<file path="config.mk">
export PLATFORM = sky130hd
export DESIGN_NAME = lbm_host
export DESIGN_NICKNAME = d
export VERILOG_FILES = /design/src/design/lbm_pkg.sv /design/src/design/lbm_sync.sv /design/src/design/lbm_host.sv
export VERILOG_INCLUDE_DIRS = /design/src /design/src/design
export SDC_FILE = /design/constraint.sdc
export NUM_CORES = 1
export LEC_CHECK = 0
export BUFFER_PORTS_ARGS = -buffer_cell sky130_fd_sc_hd__buf_2
export CAP_MARGIN = 10
export CORE_UTILIZATION = 43
export CTS_CLUSTER_DIAMETER = 40
export DETAILED_ROUTE_END_ITERATION = 10
export PLACE_DENSITY_LB_ADDON = 0.08
export SYNTH_ARGS = -nofsm -noshare
export SYNTH_HDL_FRONTEND = slang
export SYNTH_HIERARCHICAL = 1
export SYNTH_SLANG_ARGS = --single-unit
</file>
<file path="constraint.sdc">
create_clock -name clk_sys -period 2 [get_ports clk_sys]
set_clock_uncertainty 0.1 [all_clocks]
set_input_delay 0.4 -clock clk_sys [delete_from_list [all_inputs] [get_ports clk_sys]]
set_output_delay 0.4 -clock clk_sys [all_outputs]
set_load 0.02 [all_outputs]
</file>
<file path="src/design/lbm_params.svh">
`ifndef LBM_PARAMS_SVH
`define LBM_PARAMS_SVH

// clock period in picoseconds
`define LBM_CLK_PS            4000
// timing figures in ns or us as specified
`define LBM_ACTIVE_MIN_NS     200
`define LBM_ACTIVE_MAX_NS     10000
`define LBM_RECOVERY_NS       200
`define LBM_CYCLE_NS          400
`define LBM_SEL_TO_RISE_NS    200
`define LBM_STROBE_LOW_NS     80
`define LBM_PWRUP_US          100
`define LBM_PWRDN_US          0
// derived cycle counts: minimums round up, maximums round down
`define LBM_CEIL_CYC(ns)      (((ns) * 1000 + `LBM_CLK_PS - 1) / `LBM_CLK_PS)
`define LBM_FLOOR_CYC(ns)     (((ns) * 1000) / `LBM_CLK_PS)
`define LBM_ACTIVE_MIN_CYC    `LBM_CEIL_CYC(`LBM_ACTIVE_MIN_NS)
`define LBM_ACTIVE_MAX_CYC    `LBM_FLOOR_CYC(`LBM_ACTIVE_MAX_NS)
`define LBM_RECOVERY_CYC      `LBM_CEIL_CYC(`LBM_RECOVERY_NS)
`define LBM_SEL_TO_RISE_CYC   `LBM_CEIL_CYC(`LBM_SEL_TO_RISE_NS)
`define LBM_STROBE_LOW_CYC    `LBM_CEIL_CYC(`LBM_STROBE_LOW_NS)
`define LBM_PWRUP_CYC         `LBM_CEIL_CYC(`LBM_PWRUP_US * 1000)
// widths
`define LBM_ADDR_W            9
`define LBM_DATA_W            8
`define LBM_CNT_W             16

`endif

</file>
<file path="src/design/lbm_pkg.sv">
package lbm_pkg;
    typedef enum logic [2:0] {
        LBM_ST_PWRUP   = 3'b000,
        LBM_ST_IDLE    = 3'b001,
        LBM_ST_ACTIVE  = 3'b010,
        LBM_ST_RECOVER = 3'b011,
        LBM_ST_OFF     = 3'b100
    } lbm_state_t;
endpackage

</file>
<file path="src/design/lbm_sync.sv">
`timescale 1ns/1ps
`include "lbm_params.svh"

// two-flop synchroniser for pin inputs
module lbm_sync #(
    parameter int W = 8
) (
    input  wire logic         clk_sys,   // system clock
    input  wire logic         rst,       // sync reset
    input  wire logic [W-1:0] d_async,   // asynchronous input
    output logic      [W-1:0] q_sync     // synchronised output
);
    logic [W-1:0] meta_ff;

    always_ff @(posedge clk_sys) begin
        if (rst) begin
            meta_ff <= '0;
            q_sync  <= '0;
        end else begin
            meta_ff <= d_async;
            q_sync  <= meta_ff;
        end
    end
endmodule

</file>
<file path="src/design/lbm_host.sv">
`timescale 1ns/1ps
`include "lbm_params.svh"

module lbm_host #(
    parameter int PWRUP_CYC = `LBM_PWRUP_CYC,    // supply-stable wait
    parameter bit SEL_CTRL  = 1'b1               // 1: select-controlled writes
) (
    input  wire logic                     clk_sys,       // 250 MHz clock
    input  wire logic                     rst,           // sync reset, active high
    input  wire logic                     supply_ok,     // supply above 4.5V
    input  wire logic                     pwr_down_req,  // request to remove supply
    input  wire logic                     req_valid,     // access request
    input  wire logic                     req_write,     // 1 write, 0 read
    input  wire logic [`LBM_ADDR_W-1:0]   req_addr,      // byte address
    input  wire logic [`LBM_DATA_W-1:0]   req_wdata,     // write data
    output logic                          req_ready,     // request accepted
    output logic                          rsp_valid,     // access done pulse
    output logic      [`LBM_DATA_W-1:0]   rsp_rdata,     // read data
    output logic                          pwr_down_ok,   // safe to remove supply
    output logic                          sel_n,         // chip select, active low
    output logic                          strobe_n,      // write strobe, active low
    output logic                          gate_n,        // output gate, active low
    output logic      [`LBM_ADDR_W-1:0]   addr_lines,    // address pins
    output logic      [`LBM_DATA_W-1:0]   data_lines_o,  // data pins out
    output logic                          data_lines_oe, // high while driving data
    input  wire logic [`LBM_DATA_W-1:0]   data_lines_i   // data pins in
);
    localparam int CW = `LBM_CNT_W;

    // =====================================================
    // input synchronisers
    // =====================================================
    logic [`LBM_DATA_W+1:0] sync_q;
    lbm_sync #(.W(`LBM_DATA_W + 2)) u_sync (
        .clk_sys (clk_sys),
        .rst     (rst),
        .d_async ({supply_ok, pwr_down_req, data_lines_i}),
        .q_sync  (sync_q)
    );
    wire                    supply_s = sync_q[`LBM_DATA_W+1];
    wire                    pdreq_s  = sync_q[`LBM_DATA_W];
    wire [`LBM_DATA_W-1:0]  rdata_s  = sync_q[`LBM_DATA_W-1:0];

    // =====================================================
    // state and counters
    // =====================================================
    lbm_pkg::lbm_state_t state_ff, nxt_state;
    logic [CW-1:0]       cnt_ff, nxt_cnt;
    logic                wr_ff;

    localparam logic [CW-1:0] ACT_LAST = CW'(`LBM_ACTIVE_MIN_CYC - 1);
    localparam logic [CW-1:0] REC_LAST = CW'(`LBM_RECOVERY_CYC - 1);
    localparam logic [CW-1:0] PU_LAST  = CW'(PWRUP_CYC - 1);
    // strobe low span ends with select rise, so strobe-controlled start
    localparam logic [CW-1:0] WP_START = CW'(`LBM_ACTIVE_MIN_CYC - `LBM_STROBE_LOW_CYC - 2);

    wire act_done  = (state_ff == lbm_pkg::LBM_ST_ACTIVE)  && (cnt_ff == ACT_LAST);
    wire rec_done  = (state_ff == lbm_pkg::LBM_ST_RECOVER) && (cnt_ff == REC_LAST);
    wire pu_done   = (state_ff == lbm_pkg::LBM_ST_PWRUP)   && (cnt_ff == PU_LAST);
    wire idle      = (state_ff == lbm_pkg::LBM_ST_IDLE);
    wire start     = idle && req_valid && !pdreq_s;
    wire go_off    = idle && pdreq_s;

    always_comb begin
        nxt_state = state_ff;
        nxt_cnt   = cnt_ff + CW'(1);
        case (state_ff)
            lbm_pkg::LBM_ST_PWRUP: begin
                if (!supply_s) begin
                    nxt_cnt = '0;
                end else if (pu_done) begin
                    nxt_state = lbm_pkg::LBM_ST_IDLE;
                    nxt_cnt   = '0;
                end
            end
            lbm_pkg::LBM_ST_IDLE: begin
                nxt_cnt = '0;
                if (go_off) begin
                    nxt_state = lbm_pkg::LBM_ST_OFF;
                end else if (start) begin
                    nxt_state = lbm_pkg::LBM_ST_ACTIVE;
                end
            end
            lbm_pkg::LBM_ST_ACTIVE: begin
                if (act_done) begin
                    nxt_state = lbm_pkg::LBM_ST_RECOVER;
                    nxt_cnt   = '0;
                end
            end
            lbm_pkg::LBM_ST_RECOVER: begin
                if (rec_done) begin
                    nxt_state = lbm_pkg::LBM_ST_IDLE;
                    nxt_cnt   = '0;
                end
            end
            // parked until supply drops, then back to the power-up wait
            lbm_pkg::LBM_ST_OFF: begin
                nxt_cnt = '0;
                if (!supply_s) begin
                    nxt_state = lbm_pkg::LBM_ST_PWRUP;
                end
            end
            default: begin
                nxt_state = lbm_pkg::LBM_ST_PWRUP;
                nxt_cnt   = '0;
            end
        endcase
    end

    // =====================================================
    // pin drive
    // =====================================================
    wire in_act  = (nxt_state == lbm_pkg::LBM_ST_ACTIVE);
    wire nxt_wr  = start ? req_write : wr_ff;
    // select-controlled: strobe low with select; else late strobe fall
    // strobe rises with select after 200 ns of select
    wire strobe_on = in_act && nxt_wr && (SEL_CTRL || (!start && cnt_ff >= WP_START));
    // hold the gate high during writes to avoid bus fights
    wire gate_on   = in_act && !nxt_wr;

    always_ff @(posedge clk_sys) begin
        if (rst) begin
            state_ff <= lbm_pkg::LBM_ST_PWRUP;
            cnt_ff   <= '0;
            wr_ff    <= 1'b0;
        end else begin
            state_ff <= nxt_state;
            cnt_ff   <= nxt_cnt;
            wr_ff    <= nxt_wr;
        end
    end

    always_ff @(posedge clk_sys) begin
        if (rst) begin
            sel_n         <= 1'b1;
            strobe_n      <= 1'b1;
            gate_n        <= 1'b1;
            data_lines_oe <= 1'b0;
        end else begin
            sel_n         <= !in_act;
            strobe_n      <= !strobe_on;
            gate_n        <= !gate_on;
            data_lines_oe <= in_act && nxt_wr;
        end
    end

    // address and data set up with select fall and held all cycle
    always_ff @(posedge clk_sys) begin
        if (rst) begin
            addr_lines   <= '0;
            data_lines_o <= '0;
        end else if (start) begin
            addr_lines   <= req_addr;
            data_lines_o <= req_wdata;
        end
    end

    // =====================================================
    // request answer
    // =====================================================
    always_ff @(posedge clk_sys) begin
        if (rst) begin
            req_ready   <= 1'b0;
            rsp_valid   <= 1'b0;
            rsp_rdata   <= '0;
            pwr_down_ok <= 1'b0;
        end else begin
            req_ready   <= start;
            rsp_valid   <= act_done;
            pwr_down_ok <= (nxt_state == lbm_pkg::LBM_ST_OFF);
            if (act_done && !wr_ff) begin
                rsp_rdata <= rdata_s;
            end
        end
    end

    // =====================================================
    // checks
    // =====================================================
    int unsigned sel_lo_cnt;
    int unsigned sel_hi_cnt;
    // strobe low run length, for the pulse width check
    int unsigned strobe_lo_cnt;
    always_ff @(posedge clk_sys) begin
        if (rst) begin
            sel_lo_cnt    <= 0;
            sel_hi_cnt    <= 0;
            strobe_lo_cnt <= 0;
        end else begin
            sel_lo_cnt    <= sel_n ? 0 : sel_lo_cnt + 1;
            sel_hi_cnt    <= sel_n ? sel_hi_cnt + 1 : 0;
            strobe_lo_cnt <= strobe_n ? 0 : strobe_lo_cnt + 1;
        end
    end

    chk_sel_active_time: assert property (@(posedge clk_sys) disable iff (rst)
        $rose(sel_n) |-> ($past(sel_lo_cnt) >= `LBM_ACTIVE_MIN_CYC - 1
                          && $past(sel_lo_cnt) <= `LBM_ACTIVE_MAX_CYC))
        else $error("select active time out of window");

    chk_recovery_time: assert property (@(posedge clk_sys) disable iff (rst)
        $fell(sel_n) |-> $past(sel_hi_cnt) >= `LBM_RECOVERY_CYC - 1)
        else $error("recovery interval too short");

    chk_strobe_in_select: assert property (@(posedge clk_sys) disable iff (rst)
        !strobe_n |-> !sel_n)
        else $error("strobe low outside select");

    chk_strobe_low_width: assert property (@(posedge clk_sys) disable iff (rst)
        $rose(strobe_n) |-> $past(strobe_lo_cnt) >= `LBM_STROBE_LOW_CYC - 1)
        else $error("strobe low too short");

    chk_strobe_rise_late: assert property (@(posedge clk_sys) disable iff (rst)
        $rose(strobe_n) |-> $past(sel_lo_cnt) >= `LBM_SEL_TO_RISE_CYC - 1)
        else $error("strobe rose too early after select");

    chk_no_early_access: assert property (@(posedge clk_sys) disable iff (rst)
        $fell(sel_n) |-> $past(state_ff) == lbm_pkg::LBM_ST_IDLE)
        else $error("access before power-up wait");

    chk_pwrdn_quiet: assert property (@(posedge clk_sys) disable iff (rst)
        pwr_down_ok |-> sel_n && sel_hi_cnt >= `LBM_RECOVERY_CYC)
        else $error("power-down granted mid access");

    chk_gate_in_write: assert property (@(posedge clk_sys) disable iff (rst)
        !strobe_n |-> gate_n && data_lines_oe)
        else $error("gate low or data idle during write");

    cov_read:  cover property (@(posedge clk_sys) disable iff (rst) $rose(sel_n) && !$past(data_lines_oe));
    cov_write: cover property (@(posedge clk_sys) disable iff (rst) $rose(strobe_n));
    cov_pdown: cover property (@(posedge clk_sys) disable iff (rst) $rose(pwr_down_ok));
    cov_late_strobe: cover property (@(posedge clk_sys) disable iff (rst) $fell(strobe_n) && !sel_n && !$fell(sel_n));
endmodule

</file>
==> summary.md <==
### Run status
- run status: finished, final reports clean

### Clocking
- CTS tree: yes
- cts bufs inserted: 9
- setup bufs post-CTS: 0
- Skew-Pair Late Insertion Delay: 0.34 ns
- CTS resizes: 0
- hold_buf cts: 0
- number of H-tree branching levels: 3
- number of buffers between clock root and the deepest sink: 2
- Clock Pin Slew Worst Setup and Hold Paths: 0.08 ns
- clock root cell: sky130_fd_sc_hd__clkbuf_8
- Clock Sink Count: 72

### Drt
- residual antenna-violating net count after detailed routing: 0
- DR iter-0 viols: 53
- drt total wl: 5155 µm
- total iterations of the first detailed-routing run: 4
- number of vias in the routed layout: 2090
- drc violations: 0
- routed length per placed instance: 11.93 µm
- vias per cell: 4.838

### Setup path
- data arrival time of the critical path: 2.03 ns
- Worst path slowest cell: sky130_fd_sc_hd__o311a_1
- maximum fanout encountered on the critical timing path: 5
- worst setup slack for register-to-register paths: 0.10 ns
- endpoint of the lowest-slack register-to-register path: data_lines_oe
- startpoint types: flip-flop
- cells on worst reg2reg path: 5
- startpoint-to-endpoint class of the critical path: reg2reg
- source of the worst register-to-register timing path: cnt_ff[0]
- cells traversed along the worst timing path: ha_1 -> nor4b_2 -> nand4_2 -> o311a_1 -> and3b_1
- largest stage delay on the critical path: 0.42 ns
- crit end category: flip-flop
- critical path data required time: 2.13 ns

### Synthesis
- EDFF count, synth: 0
- number of unique standard cell types used by synthesis: 46
- fraction of the yosys area taken by sequential cells: 52.82%
- number of register bits inferred by synthesis: 72
- Post-Synthesis Mean Instance Area: 9.781 µm²
- Syn Std Cell Area: 2729 µm²
- syn_nets: 312
- leading register cell type out of synthesis: sky130_fd_sc_hd__dfxtp_1
- Async S/R FF share, synth: 0%
- gate count after technology mapping: 279
- total of warnings raised by yosys: 6

### STA
- least setup slack across all paths after layout: 0.1013 ns
- maximum clock rate: 526.7 MHz
- final count of hold timing violations: 0
- final worst-path cycle share: 94.93%
- final slew viol count: 0
- setup repair after global routing missed its margin: no
- slew at the pin closest to its max-slew limit: 0.6274 ns
- Worst slew margin: 58.17%
- worst hold slack across all endpoints: 0.1640 ns
- sum of negative setup slack: 0 ns
- Finish-stage setup viols: 0
- Final min period: 1.899 ns

### Min path
- worst hold path cell count: 2
- hold wc startpoint: data_lines_i[2]
- worst hold path endpoint: u_sync/meta_ff[2]
- Min-Delay Path Class: in2reg

### Finish
- count of non-filler cells in the finished layout: 432
- most common cell after layout, fill and taps aside: sky130_fd_sc_hd__dfxtp_1
- fill cell count: 582
- fraction of layout cells with a size suffix above 1: 33.61%
- NumNets Final: 385
- Diodes inserted: 0
- post-route standard cell area excluding fillers: 3408 µm²
- signed area change from the synthesized netlist to the final layout: 24.90%
- top library cells by usage in the layout, fill and taps aside: sky130_fd_sc_hd__dfxtp_1, sky130_fd_sc_hd__buf_2, sky130_fd_sc_hd__nand2_1, sky130_fd_sc_hd__a21oi_1, sky130_fd_sc_hd__nor2_1
- final standard cell utilization of the core: 56.56%

### Placement
- Worst Setup Slack post-DPL: 0.1129 ns
- final estimated routing congestion in global placement: 0.7815
- post-DP HPWL: 3651 µm
- instance area at placement: 3157 µm²
- number of input and output port buffers inserted: 62
- number of instances in the placed design: 416

### Global routing
- sum of overflow across all layers after global routing: 0
- vias in the first global route: 1740
- number of antenna violations at the first check in global routing: 0
- first-pass GRT wire length: 8107 µm
- largest net degree at the start of global routing: 31
- total track usage: 16.19%

### Die
- horizontal extent of the die: 81.67 µm
- vertical die dimension: 81.67 µm
- placement row count: 28
- Starting Density: 45.29%
- count of pins on the block boundary: 63
- die footprint: 6669 µm²
- core box area: 6026 µm²

### Pwr
- total power divided by cell area: 865.8 nW/µm²
- maximum VDD drop: 510.3 µV
- Leakage Power: 1.349 nW
- post-layout power: 2.951 mW

### Flow run
- Max Cap Viol: 0

[synthesized netlist by cell type, drive strengths merged (4+ instances only)]
cell | n | area (µm²)
a21oi | 27 | 138.9
buf | 4 | 32.53
clkbuf | 7 | 26.28
dfxtp | 72 | 1441
inv | 4 | 15.01
nand2 | 41 | 153.9
nand3 | 14 | 70.07
nand4 | 5 | 52.55
nor2 | 24 | 92.59
nor2b | 20 | 195.2
nor3 | 5 | 30.03
nor4 | 4 | 40.04
o21ai | 8 | 40.04
xnor2 | 11 | 96.34
[power by group]
group	leakage, nW	switching (mW)	internal (mW)
clock network	0.126	0.565	0.846
registers	0.584	0.00583	1.45
logic	0.639	0.0386	0.0448
total	1.35	0.609	2.34
[cell type report]
type | instances | area [µm²] | share of cell area (%)
inverter | 4 | 15.01 | 0.4405
timing repair buffer | 73 | 392.9 | 11.53
tap | 75 | 93.84 | 2.753
sequential | 72 | 1441 | 42.29
clock inverter | 7 | 127.6 | 3.744
multi-input combinational | 192 | 1214 | 35.61
clock buffer | 9 | 123.9 | 3.634
[cell families (layout without fill, tap and decap cells)]
group / count (synthesis) / after routing / share of synthesized area (%)
AND/OR/NAND/NOR: 131 / 131 / 29.16
flip-flops: 72 / 72 / 52.82
AO/OA/AOI/OAI: 45 / 45 / 9.858
buffers and inverters: 15 / 93 / 2.705
XOR/XNOR: 13 / 13 / 4.172
adder cells (fa/ha/maj): 2 / 2 / 0.9169
multiplexers: 1 / 1 / 0.3668
[sequential cells by signal, summed over array words and instances, names as in the netlist, 3 cells and up]
| register | cells |
|---|---|
| cnt_ff | 16 |
| u_sync/meta_ff | 10 |
| u_sync/q_sync | 10 |
| addr_lines | 9 |
| data_lines_o | 8 |
| rsp_rdata | 8 |
| state_ff | 3 |
[critical path: cells and delay by family, from the launching register on]
kind	cells	cell delay [ns]
adder cells (fa/ha/maj)	1	0.16
AND/OR/NAND/NOR	3	0.73
flip-flops	1	0.39
AO/OA/AOI/OAI	1	0.42
[layer usage]
| layer | vias up | track usage (%) | share of wire (%) |
|---|---|---|---|
| met1 | 924 | 21.52 | 50 |
| met4 | 0 | 6.316 | 0.81 |
| met3 | 6 | 5.222 | 6.3 |
| met5 | - | 0 | 0 |
| li1 | 1103 | - | - |
| met2 | 57 | 24.25 | 43 |
[worst max-delay path by stage]
stage | startpoint | end | slack [ns] | cells past startpoint
detailed placement | cnt_ff[0] | data_lines_oe | 0.11 | 5
global placement | cnt_ff[0] | data_lines_oe | 0.17 | 5
finish | cnt_ff[0] | data_lines_oe | 0.10 | 5
floorplan | cnt_ff[0] | data_lines_oe | 0.15 | 5
global route | cnt_ff[0] | data_lines_oe | 0.007 | 5
CTS | cnt_ff[0] | data_lines_oe | 0.08 | 5
(Power assumes the default switching activity.)
